`src/hw/pwm_refresh_pkg.sv`:
```
/*
 * Constants shared by the per-phase PWM output, boot refresh and tracking
 * reference logic: register addresses, field positions, reset values,
 * refresh counts and the refresh sequencer states.
 * Assumes a host that reaches the registers through a byte-wide
 * register port that sits behind the management bus.
 */
// Behaviour
// - Select pin low gives two-level outputs only
// - Two-level output follows main switch timing
// - Refresh only in buck with zero-current cutoff
// - Start-up default: eight pulses, twelfth-cycle wide
// - Register selects sixth-cycle width, sixteen pulses
// - Refresh pulses keep normal interphase offset
// - First drop starts interval; expiry refreshes dropped
// - Drop refresh: four or eight pulses, width selectable
// - Pulse skipping refreshes all phases, same settings
// - Control bit four selects analog follow source
// - Digital follow reference is 2.5 times duty
// - Follow reference active before soft-start
// - Reference is minimum of three sources
// - Overridden undervoltage only sets a flag
package pwm_refresh_pkg;

    // ***************************************************************
    // Register map
    // ***************************************************************
    localparam logic [7:0] TRACK_CTRL_ADDR = 8'hB0;
    localparam logic [7:0] REFRESH_CTRL_ADDR = 8'hEC;
    localparam logic [7:0] STATUS_ADDR = 8'hED;
    localparam logic [7:0] TRACK_CTRL_RESET = 8'h00;
    localparam logic [7:0] REFRESH_CTRL_RESET = 8'h00;

    // Fields of the tracking and mode control register.
    localparam int UV_IN_OVR_BIT = 0;
    localparam int UV_OUT_OVR_BIT = 1;
    localparam int FOLLOW_SRC_BIT = 4;

    // Fields of the boot refresh control register.
    localparam int START_WIDE_BIT = 0;
    localparam int START_LONG_BIT = 1;
    localparam int DROP_WIDE_BIT = 2;
    localparam int DROP_LONG_BIT = 3;

    // Fields of the status register.
    localparam int UV_IN_FLAG_BIT = 0;
    localparam int UV_OUT_FLAG_BIT = 1;
    localparam int START_BUSY_BIT = 2;
    localparam int DROP_BUSY_BIT = 3;
    localparam int FOLLOW_SRC_STAT_BIT = 4;

    // ***************************************************************
    // Refresh burst figures
    // ***************************************************************
    localparam logic [4:0] START_PULSES = 5'h08;
    localparam logic [4:0] START_PULSES_LONG = 5'h10;
    localparam logic [4:0] DROP_PULSES = 5'h04;
    localparam logic [4:0] DROP_PULSES_LONG = 5'h08;
    localparam int WIDTH_DIV_NARROW = 12;
    localparam int WIDTH_DIV_WIDE = 6;

    // Follow reference gain in millivolts per full duty.
    localparam int TRACK_GAIN_MV = 2500;

    typedef enum logic [1:0] {
        RF_IDLE,
        RF_START,
        RF_PERIODIC
    } refresh_state_e;

    function automatic logic [11:0] min3(
        input logic [11:0] a,
        input logic [11:0] b,
        input logic [11:0] c
    );
        logic [11:0] m;
        m = (a < b) ? a : b;
        return (m < c) ? m : c;
    endfunction : min3

endpackage : pwm_refresh_pkg

```
`src/hw/duty_follow.sv`:
```
/*
 * Follow reference source: averages the duty of the tracking pulse train
 * over a fixed window, or passes a sampled analog level through.
 * Assumes the tracking pin is already synchronous to clk.
 */
`timescale 1ns/1ps

module duty_follow
    import pwm_refresh_pkg::*;
#(
    parameter int WINDOW_CLKS = 1000
)
(
    // Clock and reset
    input wire logic clk,
    input wire logic rst,
    // Tracking inputs
    input wire logic track_pin,
    input wire logic [11:0] track_analog_mv,
    input wire logic follow_source_select,
    // Result in millivolts
    output logic [11:0] follow_reference
);

    localparam int WW = $clog2(WINDOW_CLKS + 1);

    initial
    begin
        if (WINDOW_CLKS < 2 || WINDOW_CLKS > 65535)
            $error("duty_follow: WINDOW_CLKS out of range");
    end

    logic [WW-1:0] win_reg, win_next;
    logic [WW-1:0] high_reg, high_next;
    logic [11:0] ref_reg, ref_next;
    logic [31:0] scaled;

    // Amplitude does not matter: only the high count enters the average.
    always_comb
    begin
        win_next = win_reg + 1'b1;
        high_next = high_reg + WW'(track_pin);
        scaled = 32'(high_next) * 32'(TRACK_GAIN_MV) /
            32'(WINDOW_CLKS);
        ref_next = ref_reg;
        if (win_reg == WW'(WINDOW_CLKS - 1))
        begin
            win_next = '0;
            high_next = '0;
            ref_next = scaled[11:0];
        end
        if (follow_source_select)
            ref_next = track_analog_mv;
    end

    always_ff @(posedge clk or posedge rst)
    begin
        if (rst)
        begin
            win_reg <= '0;
            high_reg <= '0;
            ref_reg <= 12'h000;
        end
        else
        begin
            win_reg <= win_next;
            high_reg <= high_next;
            ref_reg <= ref_next;
        end
    end

    assign follow_reference = ref_reg;

endmodule : duty_follow

```
`src/hw/phase_pwm_boot_refresh_track.sv`:
```
/*
 * Per-phase PWM output stage with boot refresh bursts, undervoltage
 * response gating and regulation reference selection.
 * Assumes the loop supplies per-phase main switch timing and zero-current
 * cutoff requests, and a host writes the registers through the byte port.
 */
`timescale 1ns/1ps

module phase_pwm_boot_refresh_track
    import pwm_refresh_pkg::*;
#(
    parameter int PHASES = 4,
    parameter int CYCLE_CLKS = 60,
    parameter int REFRESH_INTERVAL = 256,
    parameter int TRACK_WINDOW_CLKS = 1000
)
(
    // Clock and reset
    input wire logic clk,
    input wire logic rst,
    // Register port
    input wire logic reg_wr,
    input wire logic [7:0] reg_addr,
    input wire logic [7:0] reg_wdata,
    output logic [7:0] reg_rdata,
    // Operating mode
    input wire logic pwm_tri_sel,
    input wire logic buck_mode,
    input wire logic zero_current_cutoff_mode,
    input wire logic startup_req,
    input wire logic pulse_skip,
    input wire logic [PHASES-1:0] phase_dropped,
    // Loop timing per phase
    input wire logic [PHASES-1:0] main_on,
    input wire logic [PHASES-1:0] zero_current_off,
    // PWM outputs: high level, or mid level when high is clear
    output logic [PHASES-1:0] pwm_high,
    output logic [PHASES-1:0] pwm_mid,
    // Reference sources in millivolts
    input wire logic track_pin,
    input wire logic [11:0] track_analog_mv,
    input wire logic [11:0] soft_start_mv,
    input wire logic [11:0] internal_ref_mv,
    output logic [11:0] regulation_ref_mv,
    // Undervoltage
    input wire logic uv_in_det,
    input wire logic uv_out_det,
    output logic uv_shutdown
);

    localparam int CW = $clog2(CYCLE_CLKS);
    localparam int IW = $clog2(REFRESH_INTERVAL + 1);

    initial
    begin
        if (PHASES < 2 || PHASES > 4)
            $error("phase count must be 2 to 4");
        if (CYCLE_CLKS % WIDTH_DIV_NARROW != 0 || CYCLE_CLKS % PHASES != 0)
            $error("cycle length must divide by 12 and phase count");
        if (REFRESH_INTERVAL < 2)
            $error("refresh interval too short");
    end

    // ***************************************************************
    // Registers
    // ***************************************************************
    logic [7:0] track_ctrl_reg, track_ctrl_next;
    logic [7:0] refresh_ctrl_reg, refresh_ctrl_next;
    logic [1:0] uv_flag_reg, uv_flag_next;
    logic [7:0] rdata_reg, rdata_next;
    logic [7:0] status;

    // A write of one clears a flag, but a detection in that cycle wins.
    always_comb
    begin
        track_ctrl_next = track_ctrl_reg;
        refresh_ctrl_next = refresh_ctrl_reg;
        uv_flag_next = uv_flag_reg;
        if (reg_wr && reg_addr == TRACK_CTRL_ADDR)
            track_ctrl_next = reg_wdata;
        if (reg_wr && reg_addr == REFRESH_CTRL_ADDR)
            refresh_ctrl_next = reg_wdata;
        if (reg_wr && reg_addr == STATUS_ADDR)
            uv_flag_next = uv_flag_reg & ~reg_wdata[1:0];
        uv_flag_next = uv_flag_next | {uv_out_det, uv_in_det};
        case (reg_addr)
            TRACK_CTRL_ADDR: rdata_next = track_ctrl_reg;
            REFRESH_CTRL_ADDR: rdata_next = refresh_ctrl_reg;
            STATUS_ADDR: rdata_next = status;
            default: rdata_next = 8'h00;
        endcase
    end

    always_ff @(posedge clk or posedge rst)
    begin
        if (rst)
        begin
            track_ctrl_reg <= TRACK_CTRL_RESET;
            refresh_ctrl_reg <= REFRESH_CTRL_RESET;
            uv_flag_reg <= 2'h0;
            rdata_reg <= 8'h00;
        end
        else
        begin
            track_ctrl_reg <= track_ctrl_next;
            refresh_ctrl_reg <= refresh_ctrl_next;
            uv_flag_reg <= uv_flag_next;
            rdata_reg <= rdata_next;
        end
    end

    // ***************************************************************
    // Switching cycle and phase position
    // ***************************************************************
    logic [CW-1:0] cyc_reg, cyc_next;
    logic wrap;

    assign wrap = (cyc_reg == CW'(CYCLE_CLKS - 1));

    always_comb
    begin
        cyc_next = wrap ? '0 : cyc_reg + 1'b1;
    end

    always_ff @(posedge clk or posedge rst)
    begin
        if (rst)
            cyc_reg <= '0;
        else
            cyc_reg <= cyc_next;
    end

    // Position within the cycle as seen from a phase's own start point.
    function automatic logic [CW-1:0] phase_pos(
        input logic [CW-1:0] cyc,
        input int p
    );
        logic [CW-1:0] off;
        off = CW'(p * (CYCLE_CLKS / PHASES));
        if (cyc >= off)
            return cyc - off;
        return CW'(cyc + CW'(CYCLE_CLKS) - off);
    endfunction : phase_pos

    // ***************************************************************
    // Refresh sequencer
    // ***************************************************************
    refresh_state_e st_reg, st_next;
    logic [4:0] burst_cnt_reg, burst_cnt_next;
    logic [4:0] target_reg, target_next;
    logic [CW-1:0] width_reg, width_next;
    logic [PHASES-1:0] mask_reg, mask_next;
    logic start_pend_reg, start_pend_next;
    logic [IW-1:0] ivl_reg, ivl_next;
    logic ivl_done_reg, ivl_done_next;
    logic refresh_ok, light_load;

    assign refresh_ok = buck_mode && zero_current_cutoff_mode;
    assign light_load = pulse_skip || (|phase_dropped);

    always_comb
    begin
        st_next = st_reg;
        burst_cnt_next = burst_cnt_reg;
        target_next = target_reg;
        width_next = width_reg;
        mask_next = mask_reg;
        start_pend_next = start_pend_reg || startup_req;
        ivl_next = ivl_reg;
        ivl_done_next = ivl_done_reg;
        // Interval runs from the first drop while light load lasts.
        if (!light_load)
        begin
            ivl_next = '0;
            ivl_done_next = 1'b0;
        end
        else if (wrap && !ivl_done_reg)
        begin
            ivl_next = ivl_reg + 1'b1;
            if (ivl_reg == IW'(REFRESH_INTERVAL - 1))
            begin
                ivl_next = '0;
                ivl_done_next = 1'b1;
            end
        end
        case (st_reg)
            RF_IDLE:
            begin
                burst_cnt_next = '0;
                // Bursts begin on a cycle boundary so every masked phase gets
                // the full count at its normal offset.
                if (refresh_ok && wrap && start_pend_reg)
                begin
                    st_next = RF_START;
                    start_pend_next = startup_req;
                    mask_next = '1;
                    target_next = refresh_ctrl_reg[START_LONG_BIT] ?
                        START_PULSES_LONG : START_PULSES;
                    width_next = CW'(CYCLE_CLKS /
                        (refresh_ctrl_reg[START_WIDE_BIT] ?
                        WIDTH_DIV_WIDE : WIDTH_DIV_NARROW));
                end
                else if (refresh_ok && wrap && ivl_done_reg)
                begin
                    st_next = RF_PERIODIC;
                    ivl_done_next = 1'b0;
                    mask_next = pulse_skip ? '1 : phase_dropped;
                    target_next = refresh_ctrl_reg[DROP_LONG_BIT] ?
                        DROP_PULSES_LONG : DROP_PULSES;
                    width_next = CW'(CYCLE_CLKS /
                        (refresh_ctrl_reg[DROP_WIDE_BIT] ?
                        WIDTH_DIV_WIDE : WIDTH_DIV_NARROW));
                end
            end
            RF_START, RF_PERIODIC:
            begin
                if (wrap)
                begin
                    burst_cnt_next = burst_cnt_reg + 1'b1;
                    if (burst_cnt_reg == target_reg - 1'b1)
                        st_next = RF_IDLE;
                end
                if (!refresh_ok)
                    st_next = RF_IDLE;
            end
            default: st_next = RF_IDLE;
        endcase
    end

    always_ff @(posedge clk or posedge rst)
    begin
        if (rst)
        begin
            st_reg <= RF_IDLE;
            burst_cnt_reg <= 5'h00;
            target_reg <= START_PULSES;
            width_reg <= '0;
            mask_reg <= '0;
            start_pend_reg <= 1'b0;
            ivl_reg <= '0;
            ivl_done_reg <= 1'b0;
        end
        else
        begin
            st_reg <= st_next;
            burst_cnt_reg <= burst_cnt_next;
            target_reg <= target_next;
            width_reg <= width_next;
            mask_reg <= mask_next;
            start_pend_reg <= start_pend_next;
            ivl_reg <= ivl_next;
            ivl_done_reg <= ivl_done_next;
        end
    end

    // ***************************************************************
    // PWM output levels
    // ***************************************************************
    logic [PHASES-1:0] refresh_low;
    logic [PHASES-1:0] high_next, mid_next;
    logic [PHASES-1:0] high_reg, mid_reg;

    always_comb
    begin
        for (int p = 0; p < PHASES; p++)
        begin
            refresh_low[p] = (st_reg != RF_IDLE) && mask_reg[p] &&
                (phase_pos(cyc_reg, p) < width_reg);
            if (!pwm_tri_sel)
            begin
                high_next[p] = main_on[p];
                mid_next[p] = 1'b0;
            end
            else if (refresh_low[p])
            begin
                high_next[p] = 1'b0;
                mid_next[p] = 1'b0;
            end
            else if (st_reg != RF_IDLE && mask_reg[p])
            begin
                high_next[p] = 1'b0;
                mid_next[p] = 1'b1;
            end
            else
            begin
                high_next[p] = main_on[p] && !phase_dropped[p];
                mid_next[p] = !high_next[p] &&
                    (zero_current_off[p] || phase_dropped[p]);
            end
        end
    end

    always_ff @(posedge clk or posedge rst)
    begin
        if (rst)
        begin
            high_reg <= '0;
            mid_reg <= '0;
        end
        else
        begin
            high_reg <= high_next;
            mid_reg <= mid_next;
        end
    end

    // ***************************************************************
    // Reference and undervoltage response
    // ***************************************************************
    logic [11:0] follow_ref;
    logic [11:0] ref_reg, ref_next;
    logic uv_stop_reg, uv_stop_next;

    // Runs from reset onward, so it steers the reference during soft-start.
    duty_follow #(
        .WINDOW_CLKS(TRACK_WINDOW_CLKS)
    ) follow_u (
        .clk(clk),
        .rst(rst),
        .track_pin(track_pin),
        .track_analog_mv(track_analog_mv),
        .follow_source_select(track_ctrl_reg[FOLLOW_SRC_BIT]),
        .follow_reference(follow_ref)
    );

    always_comb
    begin
        ref_next = min3(soft_start_mv, internal_ref_mv, follow_ref);
        uv_stop_next = (uv_in_det && !track_ctrl_reg[UV_IN_OVR_BIT]) ||
            (uv_out_det && !track_ctrl_reg[UV_OUT_OVR_BIT]);
    end

    always_ff @(posedge clk or posedge rst)
    begin
        if (rst)
        begin
            ref_reg <= 12'h000;
            uv_stop_reg <= 1'b0;
        end
        else
        begin
            ref_reg <= ref_next;
            uv_stop_reg <= uv_stop_next;
        end
    end

    assign status = {3'h0, track_ctrl_reg[FOLLOW_SRC_BIT],
        st_reg == RF_PERIODIC, st_reg == RF_START, uv_flag_reg};
    assign pwm_high = high_reg;
    assign pwm_mid = mid_reg;
    assign regulation_ref_mv = ref_reg;
    assign uv_shutdown = uv_stop_reg;
    assign reg_rdata = rdata_reg;
endmodule : phase_pwm_boot_refresh_track

```
`config.mk`:
```
export PLATFORM = sky130hd
export DESIGN_NAME = phase_pwm_boot_refresh_track
export DESIGN_NICKNAME = d
export VERILOG_FILES = /design/src/hw/pwm_refresh_pkg.sv /design/src/hw/duty_follow.sv /design/src/hw/phase_pwm_boot_refresh_track.sv
export SDC_FILE = /design/constraint.sdc
export NUM_CORES = 1
export LEC_CHECK = 0
export ABC_AREA = 1
export BUFFER_PORTS_ARGS = -buffer_cell sky130_fd_sc_hd__buf_2
export CAP_MARGIN = 20
export CORE_AREA = 2 2 158 160
export DETAILED_ROUTE_END_ITERATION = 6
export DIE_AREA = 0 0 160 162
export PLACE_DENSITY = 0.68
export SLEW_MARGIN = 20
export SYNTH_ARGS = -nofsm -noshare
export SYNTH_HDL_FRONTEND = slang
export SYNTH_HIERARCHICAL = 1
export SYNTH_SLANG_ARGS = --single-unit
```
`constraint.sdc`:
```
create_clock -name clk -period 12.5 [get_ports clk]
set_input_delay 1.875 -clock clk [delete_from_list [all_inputs] [get_ports clk]]
set_output_delay 1.875 -clock clk [all_outputs]
set_load 0.02 [all_outputs]
```
==> reports/results.ini <==
[synthesis]
yosys_warnings=6
synth_cell_types=67
synth_nets=1932
avgSynthCellArea_sq_um=6.89
async_reset_ff_share_pct=100
synth_edf_count=0
synth_ff_type=dfrtp_1
ys_ff_latch=112
netlist_instances=1733
ys_seq_area_share_pct=23.5
netlist_area_sq_um=11900

[critical_path]
r2r_slack_ns=1.45
rr_endpoint=follow_u/follow_reference[0]$_DFFE_PP0P_
crit_path_end_kind=flop
criticalPathCategory=in2reg
cp_common_cell=nand2_1
cp.required_ns=12.75
cp_slowest_cell=fa_1
regToRegStartpoint=follow_u/high_reg[0]$_DFF_PP0_
critPathMaxFanout=7
slowest_delay_ns=0.54
startpoint_type=input pin
ff2ff_path_depth=90
arrival_ns=12.53

[placement]
gp_congestion=0.906
port-buffer-count=103
dpl_cell_area_sq_um=13800
dp_hpwl_mm=23.3
dp.cells=2281

[layout]
final_common_cell=nand2_1
final_cell_mix=nand2_1 (387), inv_1 (277), buf_4 (168)
area_growth_pct=27.6
diodes=0
final_area_sq_um=15200
final_layout_size_suffix_gt1_share_pct=30.0
final_nets=2205
n_fill_cell=2124
stdcell_count=2335

[timing]
fmax_mhz=81.4
rsz0062_at_grt=true
period_share_pct=98.3
fin_skew_ns=0.0161
maxSlewHeadroom_pct=39.7
drv_slew=0
fin_setup_tns_ns=0
tightest_slew_ns=0.901
hold_viol_final=0
period_needed_ns=12.28
finalSetupViolCount=0

[die]
die_area_sq_um=25900
io-pin-count=104
core_sq_um=24100
rows=57
die_w_um=160
initial_core_util_pct=49.5
fp.dieH_um=162

[hold_path]
min_path_cells=1
min-delay-start=follow_u/win_reg[0]$_DFF_PP0_
worst_hold_path.endpoint=follow_u/win_reg[0]$_DFF_PP0_
hold_path_class=reg2reg

[grt]
grt_pass1_vias=11000
grt_usage_pct=22.0
overflow=0
grt_pass1_wl_mm=48.7
grt_max_degree=62
antenna_found_initial=0

[clock_network]
cts-root-buf=clkbuf_16
hold_buffers=0
cts_made_buffers=9
clkSinkCount=112
htreeDepth=3
insertion_delay_ns=0.36
clockBufferDepth=2
clk_pin_slew_worst_paths_ns=0.08
cts_tree=done

[drt]
wl_mm=30.2
drc=0
vias=11800
first_iter_violations=738
drtAntennaViolNets=0
avgRoutedWirePerCell_um=12.9
dr.pass1.iters=5
vias_per_cell=5.05

[flow_run]
max_cap_violations=0

[run_status]
status=finished, final reports clean

==> per-stage QoR <==
stage	util [%]	hold slack, ns	worst slack [ns]
6_report	63.2	0.461	0.218
5_1_grt	63.2	0.492	-0.600
4_1_cts	58.8	0.463	0.00362
3_5_place_dp	57.3	0.452	-0.642
3_3_place_gp	57.3	0.449	-0.304
2_1_floorplan	-	0.433	0.409
==> critical path: cells and delay by family <==
kind	cells	cell delay, ns
AOI/OAI and AO/OA	3	0.18
xor gates and xnor gates	2	0.57
adders and majority gates	7	1.99
buffers and inverters	16	1.56
and+or+nand+nor	63	6.37
==> cells in the mapped netlist, types with 6 or more instances <==
library cell,number,share of area [%]
nand3b_1,12,0.75
nand3_4,8,1.2
o21ai_0,49,2.1
nand2_4,17,1.6
buf_2,6,0.25
nor2_1,136,4.3
ha_1,109,11
o211ai_1,9,0.57
xor2_1,41,3.0
nor2_2,20,1.0
xnor2_1,10,0.73
a21oi_1,60,2.5
a211oi_1,6,0.38
fa_1,15,2.5
nand2_1,430,14
inv_2,27,0.85
inv_1,286,9.0
nor2_4,8,0.75
nor3_1,17,0.71
nand2_2,65,3.4
nand4_1,51,2.7
o21bai_1,6,0.38
a31oi_1,8,0.42
dfrtp_1,111,23
nand3_2,11,0.92
o22ai_1,9,0.47
nand3_1,114,4.8
o21ai_1,17,0.71
==> layer usage <==
layer,share of wire (%),GRT usage [%],wire length [um],vias to the layer above
met3,3.1,2.37,944,39
met1,45,28.9,13600,5425
li1,-,-,-,6131
met2,50,39.3,15300,206
met5,0,0,0,-
met4,1.5,4.95,440,0
==> worst max-delay path by stage <==
stage                         start                                        to  slack, ns  cells past startpoint
after floorplan           track_pin  follow_u/follow_reference[0]$_DFFE_PP0P_       0.41                     81
after global placement    track_pin  follow_u/follow_reference[0]$_DFFE_PP0P_      -0.30                     87
after detailed placement  track_pin  follow_u/follow_reference[0]$_DFFE_PP0P_      -0.64                     87
after CTS                 track_pin  follow_u/follow_reference[0]$_DFFE_PP0P_      0.004                     88
after global routing      track_pin  follow_u/follow_reference[0]$_DFFE_PP0P_      -0.60                     86
final                     track_pin  follow_u/follow_reference[0]$_DFFE_PP0P_       0.22                     91
==> cell type report <==
class,instances,area (sq um),area share [%]
clock buffer,9,225,1.48
sequential,112,2800,18.4
timing repair buffer,276,1830,12.0
clock inverter,7,85.1,0.558
tap,324,405,2.66
multi-input combinational,1289,8670,56.9
inverter,318,1210,7.96
==> logic make-up after synthesis <==
kind of cell,share of synthesized area [%]
buf+inv,11.0
flops,23.5
compound gates,9.96
fa+ha+maj,13.9
mux,0.189
xor+xnor,4.24
simple gates,37.2
==> what timing repair did <==
| item | in CTS | in global routing |
|---|---|---|
| pin swaps | 2 | 96 |
| endpoints found under the setup margin | 2 | 3 |
| buffers inserted | 2 | 33 |
| resized for setup | 6 | 181 |
| cloned | 0 | 3 |
Power is not shown: default switching activity piles up to over one toggle a cycle in this logic, so the estimate is an artifact.
